$ cat src/design/pmif_pkg.sv
package pmif_pkg;

  // ==========================================================
  // register offsets
  localparam logic [7:0] ADDR_TOP1 = 8'h19;
  localparam logic [7:0] ADDR_TOP2 = 8'h1A;
  localparam logic [7:0] ADDR_BUCK = 8'h1B;
  localparam logic [7:0] ADDR_LDO  = 8'h1C;

  // ==========================================================
  // first top register bit positions
  localparam int TOP1_PGOOD_BIT = 7;
  localparam int TOP1_LDO_BIT   = 6;
  localparam int TOP1_BUCK_BIT  = 5;
  localparam int TOP1_SYNC_BIT  = 4;
  localparam int TOP1_TSD_BIT   = 3;
  localparam int TOP1_TWARN_BIT = 2;
  localparam int TOP1_OVP_BIT   = 1;
  localparam int TOP1_MEAS_BIT  = 0;

  // second top register
  localparam int TOP2_RESTART_BIT = 0;

  // per-regulator register (buck and linear share the layout)
  localparam int CH1_PG_BIT   = 6;
  localparam int CH1_SC_BIT   = 5;
  localparam int CH1_ILIM_BIT = 4;
  localparam int CH0_PG_BIT   = 2;
  localparam int CH0_SC_BIT   = 1;
  localparam int CH0_ILIM_BIT = 0;

  // ==========================================================
  // reset values and writable masks
  localparam logic [7:0] FLAGS_RESET    = 8'h00;
  localparam logic [7:0] TOP1_W1C_MASK  = 8'h9F;
  localparam logic [7:0] TOP2_W1C_MASK  = 8'h01;
  localparam logic [7:0] CHAN_W1C_MASK  = 8'h77;
  localparam logic [7:0] READ_UNMAPPED  = 8'h00;
  localparam logic [3:0] REG_EN_OFF     = 4'h0;

  // ==========================================================
  // timing
  localparam int CLK_PERIOD_NS = 40;
  localparam int SC_TIME_NS    = 1000000;
  localparam int SC_CYCLES     = (SC_TIME_NS + CLK_PERIOD_NS - 1) / CLK_PERIOD_NS;
  localparam int SC_CNT_W      = 16;

  // ==========================================================
  // sticky update: set beats clear
  function automatic logic [7:0] w1c_next(input logic [7:0] flags,
                                          input logic [7:0] set,
                                          input logic [7:0] clr);
    return (flags & ~clr) | set;
  endfunction

  // pack one regulator pair into the shared layout
  function automatic logic [7:0] chan_pack(input logic [1:0] pg,
                                           input logic [1:0] sc,
                                           input logic [1:0] ilim);
    logic [7:0] v;
    v = 8'h00;
    v[CH1_PG_BIT]   = pg[1];
    v[CH1_SC_BIT]   = sc[1];
    v[CH1_ILIM_BIT] = ilim[1];
    v[CH0_PG_BIT]   = pg[0];
    v[CH0_SC_BIT]   = sc[0];
    v[CH0_ILIM_BIT] = ilim[0];
    return v;
  endfunction

endpackage

$ cat src/design/pmif_flags.sv
`timescale 1ns/1ns
module pmif_flags
  import pmif_pkg::*;
#(
  parameter int SC_HOLD_CYCLES = pmif_pkg::SC_CYCLES
) (
  input  wire logic        CLK_SYS,
  input  wire logic        RESETN,
  input  wire logic [7:0]  REG_ADDR,
  input  wire logic        REG_WR,
  input  wire logic [7:0]  REG_WDATA,
  input  wire logic        REG_RD,
  output logic      [7:0]  REG_RDATA,
  input  wire logic        POWER_GOOD_PIN,
  input  wire logic        EXT_CLOCK_VALID,
  input  wire logic        THERMAL_SHUTDOWN_LIVE,
  input  wire logic        THERMAL_WARNING_LIVE,
  input  wire logic        OVERVOLTAGE_LIVE,
  input  wire logic        MEASUREMENT_DONE,
  input  wire logic        ANALOG_SUPPLY_LOW,
  input  wire logic        SOFTWARE_RESET_REQUEST,
  input  wire logic [1:0]  BUCK_PG_EVENT,
  input  wire logic [1:0]  BUCK_BELOW_SC,
  input  wire logic [1:0]  BUCK_ILIM_ACTIVE,
  input  wire logic [1:0]  LDO_PG_EVENT,
  input  wire logic [1:0]  LDO_BELOW_SC,
  input  wire logic [1:0]  LDO_ILIM_ACTIVE,
  input  wire logic [7:0]  MASK_TOP1,
  input  wire logic [7:0]  MASK_TOP2,
  input  wire logic [7:0]  MASK_BUCK,
  input  wire logic [7:0]  MASK_LDO,
  input  wire logic [3:0]  REG_EN_REQ,
  input  wire logic        GENERAL_OUTPUT_A_REQ,
  input  wire logic        GENERAL_OUTPUT_B_REQ,
  output logic      [3:0]  REG_EN,
  output logic             GENERAL_OUTPUT_A,
  output logic             GENERAL_OUTPUT_B,
  output logic             RESTORE_DEFAULTS,
  output logic             IRQ
);

  import pmif_pkg::*;

  localparam logic [SC_CNT_W-1:0] SC_LIMIT = SC_CNT_W'(SC_HOLD_CYCLES);

  // ==========================================================
  // flag storage
  logic [7:0] top1_r;
  logic [7:0] top2_r;
  logic [7:0] buck_r;
  logic [7:0] ldo_r;
  logic [7:0] top1_nxt;
  logic [7:0] top2_nxt;
  logic [7:0] buck_nxt;
  logic [7:0] ldo_nxt;
  logic [7:0] top1_set;
  logic [7:0] top2_set;
  logic [7:0] buck_set;
  logic [7:0] ldo_set;
  logic [7:0] top1_clr;
  logic [7:0] top2_clr;
  logic [7:0] buck_clr;
  logic [7:0] ldo_clr;
  logic [7:0] top1_view;

  logic       pgood_prev_r;
  logic       clk_valid_prev_r;
  logic       primed_r;
  logic       restart_evt;
  logic [3:0] sc_held;
  logic       irq_nxt;
  logic       shut_nxt;

  // ==========================================================
  // short-circuit hold timers: buck 0..1, linear 2..3
  genvar gi;
  generate
    for (gi = 0; gi < 4; gi++) begin : g_sc
      pmif_hold_timer #(
        .CNT_W (SC_CNT_W),
        .LIMIT (SC_LIMIT)
      ) u_timer (
        .clk   (CLK_SYS),
        .rst_n (RESETN),
        .level ((gi < 2) ? BUCK_BELOW_SC[gi % 2] : LDO_BELOW_SC[gi % 2]),
        .held  (sc_held[gi])
      );
    end
  endgenerate

  // ==========================================================
  // edge detection on pin levels
  always_ff @(posedge CLK_SYS or negedge RESETN) begin
    if (!RESETN) begin
      pgood_prev_r <= 1'b0;
    end else begin
      pgood_prev_r <= POWER_GOOD_PIN;
    end
  end

  always_ff @(posedge CLK_SYS or negedge RESETN) begin
    if (!RESETN) begin
      clk_valid_prev_r <= 1'b0;
    end else begin
      clk_valid_prev_r <= EXT_CLOCK_VALID;
    end
  end

  // first edge after reset sees reset values, not pin history
  always_ff @(posedge CLK_SYS or negedge RESETN) begin
    if (!RESETN) begin
      primed_r <= 1'b0;
    end else begin
      primed_r <= 1'b1;
    end
  end

  assign restart_evt = ANALOG_SUPPLY_LOW | SOFTWARE_RESET_REQUEST;

  // ==========================================================
  // event vectors
  always_comb begin
    top1_set = 8'h00;
    top1_set[TOP1_PGOOD_BIT] = primed_r && pgood_prev_r && !POWER_GOOD_PIN;
    top1_set[TOP1_SYNC_BIT]  = primed_r && (clk_valid_prev_r != EXT_CLOCK_VALID);
    top1_set[TOP1_TSD_BIT]   = THERMAL_SHUTDOWN_LIVE;
    top1_set[TOP1_TWARN_BIT] = THERMAL_WARNING_LIVE;
    top1_set[TOP1_OVP_BIT]   = OVERVOLTAGE_LIVE;
    top1_set[TOP1_MEAS_BIT]  = MEASUREMENT_DONE;
    top2_set = 8'h00;
    top2_set[TOP2_RESTART_BIT] = restart_evt;
    buck_set = chan_pack(BUCK_PG_EVENT, sc_held[1:0], BUCK_ILIM_ACTIVE);
    ldo_set  = chan_pack(LDO_PG_EVENT, sc_held[3:2], LDO_ILIM_ACTIVE);
  end

  // ==========================================================
  // write-1-to-clear decode
  always_comb begin
    top1_clr = 8'h00;
    top2_clr = 8'h00;
    buck_clr = 8'h00;
    ldo_clr  = 8'h00;
    if (REG_WR && REG_ADDR == ADDR_TOP1) begin
      top1_clr = REG_WDATA & TOP1_W1C_MASK;
    end else if (REG_WR && REG_ADDR == ADDR_TOP2) begin
      top2_clr = REG_WDATA & TOP2_W1C_MASK;
    end else if (REG_WR && REG_ADDR == ADDR_BUCK) begin
      buck_clr = REG_WDATA & CHAN_W1C_MASK;
    end else if (REG_WR && REG_ADDR == ADDR_LDO) begin
      ldo_clr  = REG_WDATA & CHAN_W1C_MASK;
    end
  end

  // ==========================================================
  // next flag values; restart returns the others to defaults
  always_comb begin
    top2_nxt = w1c_next(top2_r, top2_set, top2_clr);
    if (restart_evt) begin
      top1_nxt = FLAGS_RESET;
      buck_nxt = FLAGS_RESET;
      ldo_nxt  = FLAGS_RESET;
    end else begin
      top1_nxt = w1c_next(top1_r, top1_set, top1_clr) & TOP1_W1C_MASK;
      buck_nxt = w1c_next(buck_r, buck_set, buck_clr) & CHAN_W1C_MASK;
      ldo_nxt  = w1c_next(ldo_r, ldo_set, ldo_clr) & CHAN_W1C_MASK;
    end
  end

  // ==========================================================
  // flag registers, one per addressable register
  // set beats clear: an event in a clearing cycle keeps its flag
  always_ff @(posedge CLK_SYS or negedge RESETN) begin
    if (!RESETN) begin
      top1_r <= FLAGS_RESET;
    end else begin
      top1_r <= top1_nxt;
    end
  end

  // restart flag survives the restart it records
  always_ff @(posedge CLK_SYS or negedge RESETN) begin
    if (!RESETN) begin
      top2_r <= FLAGS_RESET;
    end else begin
      top2_r <= top2_nxt;
    end
  end

  always_ff @(posedge CLK_SYS or negedge RESETN) begin
    if (!RESETN) begin
      buck_r <= FLAGS_RESET;
    end else begin
      buck_r <= buck_nxt;
    end
  end

  always_ff @(posedge CLK_SYS or negedge RESETN) begin
    if (!RESETN) begin
      ldo_r <= FLAGS_RESET;
    end else begin
      ldo_r <= ldo_nxt;
    end
  end

  // ==========================================================
  // first top register as read, with live summaries
  // summary bits are never stored in top1_r
  always_comb begin
    top1_view = top1_r;
    top1_view[TOP1_LDO_BIT]  = |ldo_r;
    top1_view[TOP1_BUCK_BIT] = |buck_r;
  end

  // ==========================================================
  // register read port
  // a read in a clearing cycle returns the value before the clear
  always_ff @(posedge CLK_SYS or negedge RESETN) begin
    if (!RESETN) begin
      REG_RDATA <= READ_UNMAPPED;
    end else if (REG_RD) begin
      if (REG_ADDR == ADDR_TOP1) begin
        REG_RDATA <= top1_view;
      end else if (REG_ADDR == ADDR_TOP2) begin
        REG_RDATA <= top2_r;
      end else if (REG_ADDR == ADDR_BUCK) begin
        REG_RDATA <= buck_r;
      end else if (REG_ADDR == ADDR_LDO) begin
        REG_RDATA <= ldo_r;
      end else begin
        REG_RDATA <= READ_UNMAPPED;
      end
    end
  end

  // ==========================================================
  // interrupt output tracks the next flag state
  // summaries stay out, their source flags are in
  always_comb begin
    irq_nxt = |(top1_nxt & ~MASK_TOP1) | |(top2_nxt & ~MASK_TOP2)
            | |(buck_nxt & ~MASK_BUCK) | |(ldo_nxt & ~MASK_LDO);
  end

  always_ff @(posedge CLK_SYS or negedge RESETN) begin
    if (!RESETN) begin
      IRQ <= 1'b0;
    end else begin
      IRQ <= irq_nxt;
    end
  end

  // ==========================================================
  // regulator and general output gating
  // latched shutdown or overvoltage keeps outputs off until cleared
  assign shut_nxt = top1_nxt[TOP1_TSD_BIT] || top1_nxt[TOP1_OVP_BIT];

  always_ff @(posedge CLK_SYS or negedge RESETN) begin
    if (!RESETN) begin
      REG_EN <= REG_EN_OFF;
    end else if (shut_nxt || restart_evt) begin
      REG_EN <= REG_EN_OFF;
    end else begin
      REG_EN <= REG_EN_REQ;
    end
  end

  always_ff @(posedge CLK_SYS or negedge RESETN) begin
    if (!RESETN) begin
      GENERAL_OUTPUT_A <= 1'b0;
      GENERAL_OUTPUT_B <= 1'b0;
    end else if (shut_nxt) begin
      GENERAL_OUTPUT_A <= 1'b0;
      GENERAL_OUTPUT_B <= 1'b0;
    end else begin
      GENERAL_OUTPUT_A <= GENERAL_OUTPUT_A_REQ;
      GENERAL_OUTPUT_B <= GENERAL_OUTPUT_B_REQ;
    end
  end

  always_ff @(posedge CLK_SYS or negedge RESETN) begin
    if (!RESETN) begin
      RESTORE_DEFAULTS <= 1'b0;
    end else begin
      RESTORE_DEFAULTS <= restart_evt;
    end
  end

endmodule

$ cat src/design/pmif_hold_timer.sv
`timescale 1ns/1ns
module pmif_hold_timer #(
  parameter int                 CNT_W = 16,
  parameter logic [CNT_W-1:0]   LIMIT = 16'h61A8
) (
  input  wire logic  clk,
  input  wire logic  rst_n,
  input  wire logic  level,
  output logic       held
);

  logic [CNT_W-1:0] cnt_r;

  // ==========================================================
  // counts consecutive high cycles, saturating at the limit
  always_ff @(posedge clk or negedge rst_n) begin
    if (!rst_n) begin
      cnt_r <= '0;
    end else if (!level) begin
      cnt_r <= '0;
    end else if (cnt_r != LIMIT) begin
      cnt_r <= cnt_r + 1'b1;
    end
  end

  // high once level has stayed up for more than the limit
  always_ff @(posedge clk or negedge rst_n) begin
    if (!rst_n) begin
      held <= 1'b0;
    end else begin
      held <= level && (cnt_r == LIMIT);
    end
  end

endmodule

$ cat config.mk
export PLATFORM = sky130hd
export DESIGN_NAME = pmif_flags
export DESIGN_NICKNAME = d
export VERILOG_FILES = /design/src/design/pmif_pkg.sv /design/src/design/pmif_flags.sv /design/src/design/pmif_hold_timer.sv
export SDC_FILE = /design/constraint.sdc
export NUM_CORES = 1
export LEC_CHECK = 0
export BUFFER_PORTS_ARGS = -buffer_cell sky130_fd_sc_hd__buf_2
export CAP_MARGIN = 30
export CORE_MARGIN = 4
export CORE_UTILIZATION = 57
export CTS_CLUSTER_DIAMETER = 200
export DETAILED_ROUTE_END_ITERATION = 7
export GPL_TIMING_DRIVEN = 0
export PLACE_DENSITY_LB_ADDON = 0.05
export SLEW_MARGIN = 30
export SYNTH_ARGS = -nofsm -noshare
export SYNTH_HDL_FRONTEND = slang
export SYNTH_HIERARCHICAL = 1
export SYNTH_SLANG_ARGS = --single-unit
$ cat constraint.sdc
create_clock -name CLK_SYS -period 2.1 [get_ports CLK_SYS]
set_input_delay 0.42 -clock CLK_SYS [delete_from_list [all_inputs] [get_ports CLK_SYS]]
set_output_delay 0.42 -clock CLK_SYS [all_outputs]
set_load 0.05 [all_outputs]
==> metrics.csv, run 1 <==
metric;value;unit
min-delay worst type;in2reg;
Ant. Diodes;0;
WS Path Type;in2reg;
syn_nets;694;
Synth Warn #;6;
clock share of power;32.5;%
max incr delay on CP;0.38;ns
Net Sw Frac;29.3;%
GPL Wtd Cong;0.932;
Synth cell types;68;
Core Util, Final;66.6;%
max-cap viol count;0;
final setup fails;0;
# IOs;94;
Pwr Total;3.84;mW
Initial Utilization;58.4;%
initial DRC count;418;
CTS tree;yes;
CTS clk-pin slew, worst paths;0.12;ns
Max Fclk;0.523;GHz
met2 usage;41.5;%
clk buf depth;2;
critical path launch point type;input pin;
Gate Count Post-Synth;608;
die area;11700;µm²
gr usage total;25.4;%
first-pass GRT wire length;23.9;mm
Crit path required time;2.35;ns
pins over their slew limit;0;
antenna violations before repair;0;
P_int;2.71;mW
CTS HTree Levels;3;
CTS Buf Count;9;
CP cell instances;buf_2 -> nor3b_4 -> and4_1 -> buf_4 -> a31oi_1 -> nor2b_1 -> a2111oi_2 -> nand4b_1;
TritonRoute pass-1 iters;5;
# fillers;853;
WHS;0.170;ns
sequential element share of the synthesized area;46.5;%
Relative slew margins;56.3;%
largest net degree at the start of global routing;59;
root buf cell;clkbuf_8;
FF+latch count, synth;106;
CP endpoint kind;register;
Final min period;1.91;ns
Inst Count DP;822;
CP max-delay cell;a2111oi_2;
post-detail-place hpwl;10.4;mm
WL per Instance;16.9;µm
layout cell share with drive strength beyond 1;18.0;%
Max Clock Skew;0.0103;ns
Worst IR Drop VDD;733;µV
DR vias/cell;6.06;
Synth Area per Inst;9.38;µm²
chip width;108;µm
worst-margin pin slew;0.653;ns
GRT busiest layer;met2;
post-route ant nets;0;
area grow syn2layout;14.2;%
CTS sink cnt;106;
Worst EP arrival;2.16;ns
met3 Use GR;5.19;%
RSZ-0062 raised after global routing;no;
part of the power in registers;55.9;%
Most used DFF post-synth;dfrtp_1;
nets@finish;787;
met1 Use GR;34.7;%
vias in the first global route;4938;
Site Rows;36;
leakage power;2.75;nW
clock latency on the worst-skew pair;0.38;ns
number of flops mapped to enable cells by yosys;0;
outcome;finished clean;
die height;108;µm
area of the core;9770;µm²
total grt overflow;0;
final hold violations;0;
asr flop ratio synth;100;%
combinational fraction of design power;11.6;%
Max FO, Critical Path;10;
power per standard cell area;589;nW/µm²
final WL;14.1;mm
Switch Pwr;1.12;mW
synthesized area;5710;µm²
Port-buffer cells;80;
Vias;5086;
Non-Filler Instances;839;
DRC;0;
Tcrit/Tclk final;91.1;%
[cell usage after synthesis (all sizes together) (4+ instances only)]
| library cell | count | area [µm²] |
|---|---|---|
| o21ai | 28 | 140 |
| a31oi | 5 | 31.3 |
| and3 | 9 | 57.6 |
| nand2b | 14 | 87.6 |
| and2 | 7 | 47.5 |
| or3 | 13 | 83.8 |
| o31ai | 21 | 158 |
| clkinv | 4 | 15.0 |
| inv | 40 | 150 |
| nor4 | 19 | 164 |
| nand2 | 72 | 270 |
| nor3 | 7 | 35.0 |
| ha | 8 | 100 |
| or4 | 21 | 173 |
| nand4 | 24 | 165 |
| nor2 | 32 | 120 |
| mux2i | 24 | 240 |
| xor2 | 9 | 78.8 |
| nor2b | 4 | 25.0 |
| clkbuf | 11 | 41.3 |
| a21oi | 47 | 235 |
| buf | 4 | 31.3 |
| dfrtp | 106 | 2650 |
| nand3 | 32 | 160 |
[power by group through the flow]
| stage | combinational (mW) | sequential, mW | clock [mW] |
|---|---|---|---|
| final | 0.444 | 2.15 | 1.25 |
| after detailed placement | 0.438 | 2.18 | 0 |
| after global routing | 0.494 | 2.15 | 1.38 |
| after CTS | 0.443 | 2.14 | 1.30 |
| after global placement | 0.419 | 2.18 | 0 |
| after floorplan | 0.184 | 2.22 | 0 |
[state kept, by name (all words and copies together), names as in the netlist]
| signal | count |
|---|---|
| GENERAL_OUTPUT_A | 1 |
| GENERAL_OUTPUT_B | 1 |
| IRQ | 1 |
| REG_EN | 4 |
| REG_RDATA | 8 |
| RESTORE_DEFAULTS | 1 |
| buck_r | 6 |
| clk_valid_prev_r | 1 |
| g_sc.u_timer/cnt_r | 64 |
| g_sc.u_timer/held | 4 |
| ldo_r | 6 |
| pgood_prev_r | 1 |
| primed_r | 1 |
| top1_r | 6 |
| top2_r | 1 |
[critical path: cells and delay by family]
kind / cells / cell delay [ns]
simple gates: 4 / 0.97
buf+inv: 2 / 0.28
compound gates: 2 / 0.49
[cell usage in the layout, fill, tap and decap left out, drive strengths merged, types with 3 or more instances in the layout]
master,count
dfrtp,106
buf,85
nand2,72
a21oi,47
inv,46
nor2,32
nand3,32
o21ai,28
mux2i,24
nand4,24
o31ai,21
or4,21
clkbuf,20
nor4,19
nand2b,14
or3,13
xor2,9
and3,9
ha,8
nor3,7
and2,7
a31oi,5
nor2b,4
clkinv,4
a41oi,3
nand4bb,3
or3b,3
a2111oi,3
or2b,3
nor3b,3
[repair_timing]
action                                 CTS  global route
hold buffers                             1             0
gates resized for setup                  0             2
setup buffers                            0             0
setup endpoints to repair                0             1
endpoints found under the hold margin   48             0
[metal layers]
metal | vias to the layer above | part of all wire [%]
met2 | 194 | 48
li1 | 2413 | -
met3 | 16 | 7.5
met1 | 2463 | 43
met4 | 0 | 1.4
met5 | - | 0
[path summary, 6_finish.rpt]
kind,start,endpoint,slack [ns],cells past startpoint
setup / recovery,REG_ADDR[7],IRQ$_DFF_PN0_,0.19,8
hold / removal,POWER_GOOD_PIN,pgood_prev_r$_DFF_PN0_,0.17,1
setup reg to reg,g_sc[2].u_timer/cnt_r[0]$_DFFE_PN0P_,g_sc[2].u_timer/cnt_r[1]$_DFFE_PN0P_,0.29,5
hold reg to reg,top1_r[7]$_DFF_PN0_,REG_RDATA[7]$_DFFE_PN0P_,0.51,2
max in group asynchronous,RESETN,g_sc[1].u_timer/cnt_r[13]$_DFFE_PN0P_,0.92,3
min in group asynchronous,RESETN,ldo_r[4]$_DFF_PN0_,0.54,2
[stage by stage]
stage	cell area (µm²)	TNS (ns)	worst slack, ns
after global routing	6510	0	0.0287
final	6510	0	0.188
after detailed placement	6310	-0.427	-0.418
after CTS	6510	0	0.00560
after floorplan	5710	0	0.183
after global placement	6270	-59.84	-0.566
[area by class of cell]
class / instances / area, µm² / share of cell area (%)
inverters: 44 / 165 / 2.54
flip-flops and latches: 106 / 2650 / 40.7
clock buffers: 9 / 124 / 1.90
clock inverters: 7 / 67.6 / 1.04
multi-input cells: 442 / 2810 / 43.1
well taps: 133 / 166 / 2.55
plain buffers: 16 / 85.1 / 1.31
repair buffers: 82 / 444 / 6.82
[cell families after synthesis]
group                      after synthesis  synth area share, %
and+or+nand+nor                        275                 28.0
AOI/OAI and AO/OA                      124                 13.5
DFF                                    106                 46.5
buffers and inverters                   60                 4.39
muxes                                   25                 4.41
xor gates and xnor gates                 9                 1.38
adders and majority gates                8                 1.75
other                                    1               0.0657
(Power assumes the default switching activity.)
==> run 2: changes to the inputs <==
CORE_UTILIZATION = 30   (was 57)
==> metrics.csv, run 2 (synthesis results as in run 1) <==
metric;value;unit;change
outcome;finished clean;;
met1 Use GR;20.2;%;-15 points
initial DRC count;250;;-40%
nets@finish;787;;unchanged
Site Rows;50;;+39%
post-route ant nets;0;;unchanged
die area;21300;µm²;+82%
final hold violations;0;;unchanged
RR Startpoint;g_sc[0].u_timer/cnt_r[0]$_DFFE_PN0P_;;
CP cell instances;buf_2 -> buf_2 -> and4bb_1 -> and3_2 -> a311oi_1 -> a41o_1 -> a2111oi_1 -> nand4b_1;;
Pwr Total;4.40;mW;+15%
total grt overflow;0;;unchanged
Placement Setup Slack;-0.282;ns;+0.136 ns
Inst Count DP;923;;+12%
Max FO, Critical Path;10;;unchanged
clk buf depth;2;;unchanged
GRT busiest layer;met2;;
end of the worst hold path;pgood_prev_r$_DFF_PN0_;;
Initial Utilization;30.5;%;-28 points
CP max-delay cell;a2111oi_1;;
Core Util, Final;36.1;%;-31 points
pins over their slew limit;0;;unchanged
WL per Instance;16.7;µm;-1.1%
most frequent cells in the layout;106 x dfrtp_1, 80 x buf_2, 72 x nand2_1;;
root buf cell;clkbuf_16;;
leakage power;2.80;nW;+1.7%
Setup TNS;0;ns;unchanged
power per standard cell area;651;nW/µm²;+11%
worst-margin pin slew;0.669;ns;+0.0157 ns
Non-Filler Instances;940;;+12%
most common cell after layout, fill and taps aside;dfrtp_1;;
post-detail-place hpwl;11.7;mm;+13%
Critical R2R Capture;g_sc[0].u_timer/cnt_r[0]$_DFFE_PN0P_;;
hold depth;1;;unchanged
final WL;15.7;mm;+11%
# IOs;94;;unchanged
Largest regs;g_sc.u_timer/cnt_r x64, REG_RDATA x8;;
CP dominant cell by count;buf_2;;
post-CTS setup buffer count;0;;unchanged
met3 Use GR;3.30;%;-1.9 points
slack of the critical path;0.149;ns;-0.0393 ns
reg2reg path depth;5;;unchanged
largest net degree at the start of global routing;69;;+17%
DR vias/cell;5.32;;-12%
CTS HTree Levels;3;;unchanged
Design Area, Final;6760;µm²;+3.8%
max FFs per register;64;;unchanged
first-pass GRT wire length;26.0;mm;+8.8%
vias in the first global route;4886;;-1.1%
final setup fails;0;;unchanged
WHS;0.204;ns;+0.0339 ns
gr usage total;14.8;%;-11 points
area grow syn2layout;18.5;%;
Vias;5002;;-1.7%
CTS tree;yes;;
Relative slew margins;55.3;%;-1.0 points
max incr delay on CP;0.35;ns;-0.03 ns
RSZ-0062 raised after global routing;no;;
Reg with most FFs;g_sc.u_timer/cnt_r;;
TritonRoute pass-1 iters;5;;unchanged
met2 usage;22.9;%;-19 points
CTS clk-pin slew, worst paths;0.07;ns;-0.05 ns
Register Area;2650;µm²;unchanged
GPL Wtd Cong;0.825;;-12%
CTS Buf Count;9;;unchanged
Port-buffer cells;80;;unchanged
FF-to-FF setup slack;0.29;ns;about the same
CTS sink cnt;106;;unchanged
Final min period;1.95;ns;+0.0393 ns
Crit. Startpoint;REG_ADDR[1];;
layout cell share with drive strength beyond 1;17.6;%;-0.40 points
WS Path Type;in2reg;;
clock latency on the worst-skew pair;0.35;ns;-0.03 ns
DRC;0;;unchanged
Worst IR Drop VDD;370;µV;-50%
HP Start;POWER_GOOD_PIN;;
CP endpoint kind;register;;
min-delay worst type;in2reg;;
area of the core;18700;µm²;+91%
die height;146;µm;+35%
critical path launch point type;input pin;;
Max Fclk;0.512;GHz;-2.0%
Multi-input gate area;2800;µm²;-0.18%
max-cap viol count;0;;unchanged
Crit path required time;2.31;ns;-0.04 ns
# fillers;1912;;+120%
Max Clock Skew;0.0101;ns;-0.000251 ns
Tcrit/Tclk final;92.9;%;+1.9 points
placed cell area;6440;µm²;+2.1%
chip width;146;µm;+35%
antenna violations before repair;0;;unchanged
Worst EP arrival;2.16;ns;about the same
[run 2: changes by cell type in the layout (fill, tap and decap cells not counted), sizes merged]
cell      delta
bufinv       +2
clkbuf       +1
clkinv       +1
clkinvlp     +1
diode        +1
inv          -6
[run 2: report_power, final]
part	switching (mW)	internal, mW
clock network	0.774	1.04
registers	0.0564	2.09
logic	0.288	0.157
[run 2: repair_timing]
action | 4_1_cts | 5_1_grt
resized for setup | 0 | 1
hold buffers | 1 | 0
endpoints found under the hold margin | 38 | 0
endpoints found under the setup margin | 0 | 1
[run 2: worst max path at each step]
stage,end,slack [ns],cells after the start
after detailed placement,IRQ$_DFF_PN0_,-0.28,8
after floorplan,IRQ$_DFF_PN0_,0.18,8
after global routing,IRQ$_DFF_PN0_,0.001,9
after global placement,g_sc[2].u_timer/cnt_r[14]$_DFFE_PN0P_,-0.77,1
after CTS,IRQ$_DFF_PN0_,0.1,8
final,IRQ$_DFF_PN0_,0.15,8
[run 2: area by class of cell]
| type | instances | area share (%) |
|---|---|---|
| diodes | 1 | 0.0370 |
| plain buffers | 16 | 1.26 |
| clock buffers | 10 | 3.39 |
| clock inverters | 5 | 1.18 |
| inverters | 44 | 2.44 |
| multi-input cells | 442 | 41.5 |
| flip-flops and latches | 106 | 39.2 |
| well taps | 234 | 4.33 |
| repair buffers | 82 | 6.63 |
[run 2: metal layers]
metal | routed length (µm) | part of all wire (%) | vias to the layer above
met2 | 7050 | 45 | 124
met1 | 7560 | 48 | 2437
met5 | 0 | 0 | -
met4 | 304 | 1.9 | 0
li1 | - | - | 2415
met3 | 761 | 4.9 | 26
[run 2: worst max-delay path, delay by kind of cell]
| kind | cells | cell delay (ns) |
|---|---|---|
| AND/OR/NAND/NOR | 3 | 0.76 |
| AO/OA/AOI/OAI | 3 | 0.68 |
| buffers and inverters | 2 | 0.29 |
==> run 3: changes to the inputs <==
ABC_AREA = 1   (was default)
==> metrics.csv, run 3 <==
metric;value;unit;change
final WL;17.8;mm;+14%
max FFs per register;64;;unchanged
Max Fclk;0.689;GHz;+34%
total grt overflow;0;;unchanged
WHS;0.196;ns;-0.00818 ns
CP top delay family;simple AND/OR/NAND/NOR gates;;
max-cap viol count;0;;unchanged
Setup TNS;0;ns;unchanged
CTS sink cnt;106;;unchanged
WS Path Type;reg2reg;;
sequential element share of the synthesized area;41.7;%;-4.8 points
ranking of synthesized cells by area;dfrtp_1 42%, nand2_1 13%, nor2_1 8.9%;;
Worst EP arrival;1.69;ns;-0.47 ns
root buf cell;clkbuf_16;;
Initial Utilization;30.4;%;-0.11 points
Ant. Diodes;0;;-1
cts repair resizes;0;;unchanged
area grow syn2layout;17.1;%;
nets@finish;1093;;+39%
die height;154;µm;+5.3%
post-CTS setup buffer count;0;;unchanged
Relative slew margins;66.1;%;+11 points
chip width;154;µm;+5.3%
power per standard cell area;582;nW/µm²;-11%
CTS clk-pin slew, worst paths;0.07;ns;about the same
outcome;finished clean;;
post-route ant nets;0;;unchanged
leakage power;3.64;nW;+30%
Synth Area per Inst;6.96;µm²;-26%
Largest regs;g_sc.u_timer/cnt_r x64, REG_RDATA x8;;
TritonRoute pass-1 iters;4;;-1
Register Area;2650;µm²;unchanged
number of flops mapped to enable cells by yosys;0;;unchanged
CTS HTree Levels;3;;unchanged
top-count cell post-synth;nand2_1;;
Max Clock Skew;0.00927;ns;-0.000824 ns
Tcrit/Tclk final;69.1;%;-24 points
final hold violations;0;;unchanged
pins over their slew limit;0;;unchanged
Synth cell types;31;;-54%
GPL Wtd Cong;0.825;;about the same
post-detail-place hpwl;13.9;mm;+18%
# fillers;2335;;+22%
Synth Warn #;6;;unchanged
max incr delay on CP;0.42;ns;+0.07 ns
Core Util, Final;35.6;%;-0.54 points
largest net degree at the start of global routing;62;;-10%
Gate Count Post-Synth;915;;+50%
post-synth top area cell;dfrtp_1;;
Design Area, Final;7460;µm²;+10%
final setup fails;0;;unchanged
CTS tree;yes;;
clk buf depth;2;;unchanged
top-area cell type share of the netlist area;41.7;%;-4.8 points
syn_nets;1001;;+44%
layout cell share with drive strength beyond 1;14.7;%;-2.9 points
CP max-delay cell;dfrtp_1;;
Worst IR Drop VDD;330;µV;-11%
synthesized area;6370;µm²;+12%
asr flop ratio synth;100;%;unchanged
initial DRC count;376;;+50%
critical path launch point type;register;;
Crit path required time;2.34;ns;+0.03 ns
placed cell area;7150;µm²;+11%
area of the core;21000;µm²;+12%
# IOs;94;;unchanged
Final min period;1.45;ns;-0.500 ns
CP endpoint kind;register;;
min-delay worst type;in2reg;;
vias in the first global route;5666;;+16%
Multi-input gate area;3070;µm²;+9.6%
FF-to-FF setup slack;0.65;ns;+0.36 ns
CP cell instances;ha_1 -> nand3_1 -> nor2_2 -> nand4_1 -> nand2_1 -> nor2_1;;
worst-margin pin slew;0.508;ns;-0.161 ns
die area;23600;µm²;+11%
RSZ-0062 raised after global routing;no;;
Site Rows;53;;+6.0%
first-pass GRT wire length;29.6;mm;+14%
most frequent cells in the layout;218 x nand2_1, 151 x nor2_1, 143 x inv_1;;
Vias;5935;;+19%
FF+latch count, synth;106;;unchanged
gr usage total;15.3;%;+0.57 points
Port-buffer cells;79;;-1.3%
CTS Buf Count;9;;unchanged
antenna violations before repair;2;;+2
Max FO, Critical Path;5;;-5
Buf+Inv Stages, Crit Path;0;;-2
clock latency on the worst-skew pair;0.35;ns;about the same
Most used DFF post-synth;dfrtp_1;;
Pwr Total;4.34;mW;-1.3%
DR vias/cell;4.61;;-13%
DRC;0;;unchanged
WL per Instance;13.9;µm;-17%
most common cell after layout, fill and taps aside;nand2_1;;
Post-synth top cells;218 x nand2_1, 151 x nor2_1, 143 x inv_1;;
Reg with most FFs;g_sc.u_timer/cnt_r;;
==> run 3: changes by cell type in the layout (fill, tap and decap cells not counted), sizes merged, moves of 16 or more <==
cell	delta
or4	-21
inv	+105
nand3	+53
o31ai	-19
nor4	-19
nand4	+16
nor2	+138
mux2i	-24
nand2	+163
==> run 3: area by class of cell <==
cell class | count | share of cell area, %
multi-input cells | 649 | 41.2
well taps | 275 | 4.61
inverters | 145 | 7.30
clock buffers | 10 | 3.20
plain buffers | 15 | 1.33
repair buffers | 81 | 5.94
clock inverters | 6 | 0.872
flip-flops and latches | 106 | 35.6
==> run 3: logic make-up after synthesis <==
group,after synthesis,share of synthesized area (%)
compound gates,90,7.62
xor+xnor,6,0.825
fa+ha+maj,8,1.57
buf+inv,160,10.1
flops,106,41.7
other cells,1,0.0589
simple gates,544,38.2
==> run 3: where the power goes <==
group | leakage, nW | total (mW) | internal (mW) | switching, mW
registers | 1.44 | 2.12 | 2.08 | 0.0327
clock network | 0.149 | 1.80 | 0.963 | 0.833
logic | 2.06 | 0.432 | 0.146 | 0.285
total | 3.64 | 4.34 | 3.19 | 1.15
==> run 3: stage by stage <==
step	setup slack, ns	instances
floorplan	0.625	915
global placement	-0.845	1269
detailed placement	0.265	1270
CTS	0.640	1287
global route	0.459	1287
finish	0.648	1287
==> run 3: worst paths after layout <==
kind                       cells after the start                               endpoint                            startpoint
max                                            6  g_sc[3].u_timer/cnt_r[14]$_DFFE_PN0P_  g_sc[3].u_timer/cnt_r[1]$_DFFE_PN0P_
min                                            1                 pgood_prev_r$_DFF_PN0_                        POWER_GOOD_PIN
max reg2reg                                    6  g_sc[3].u_timer/cnt_r[14]$_DFFE_PN0P_  g_sc[3].u_timer/cnt_r[1]$_DFFE_PN0P_
min reg2reg                                    2               REG_RDATA[3]$_DFFE_PN0P_              REG_RDATA[3]$_DFFE_PN0P_
max in group asynchronous                      3         g_sc[1].u_timer/held$_DFF_PN0_                                RESETN
min in group asynchronous                      2               REG_RDATA[2]$_DFFE_PN0P_                                RESETN
==> run 3: repair_timing <==
| action | CTS | global route |
|---|---|---|
| endpoints found under the hold margin | 45 | 0 |
| setup endpoints to repair | 0 | 0 |
| hold buffers | 1 | 0 |
==> run 3: layer usage <==
metal / vias to the layer above / track usage (%) / routed length, µm
met4: 4 / 4.08 / 174
met2: 91 / 24.2 / 8090
met1: 2735 / 21.8 / 8840
li1: 3091 / - / -
met5: - / 0 / 21
met3: 14 / 2.70 / 705
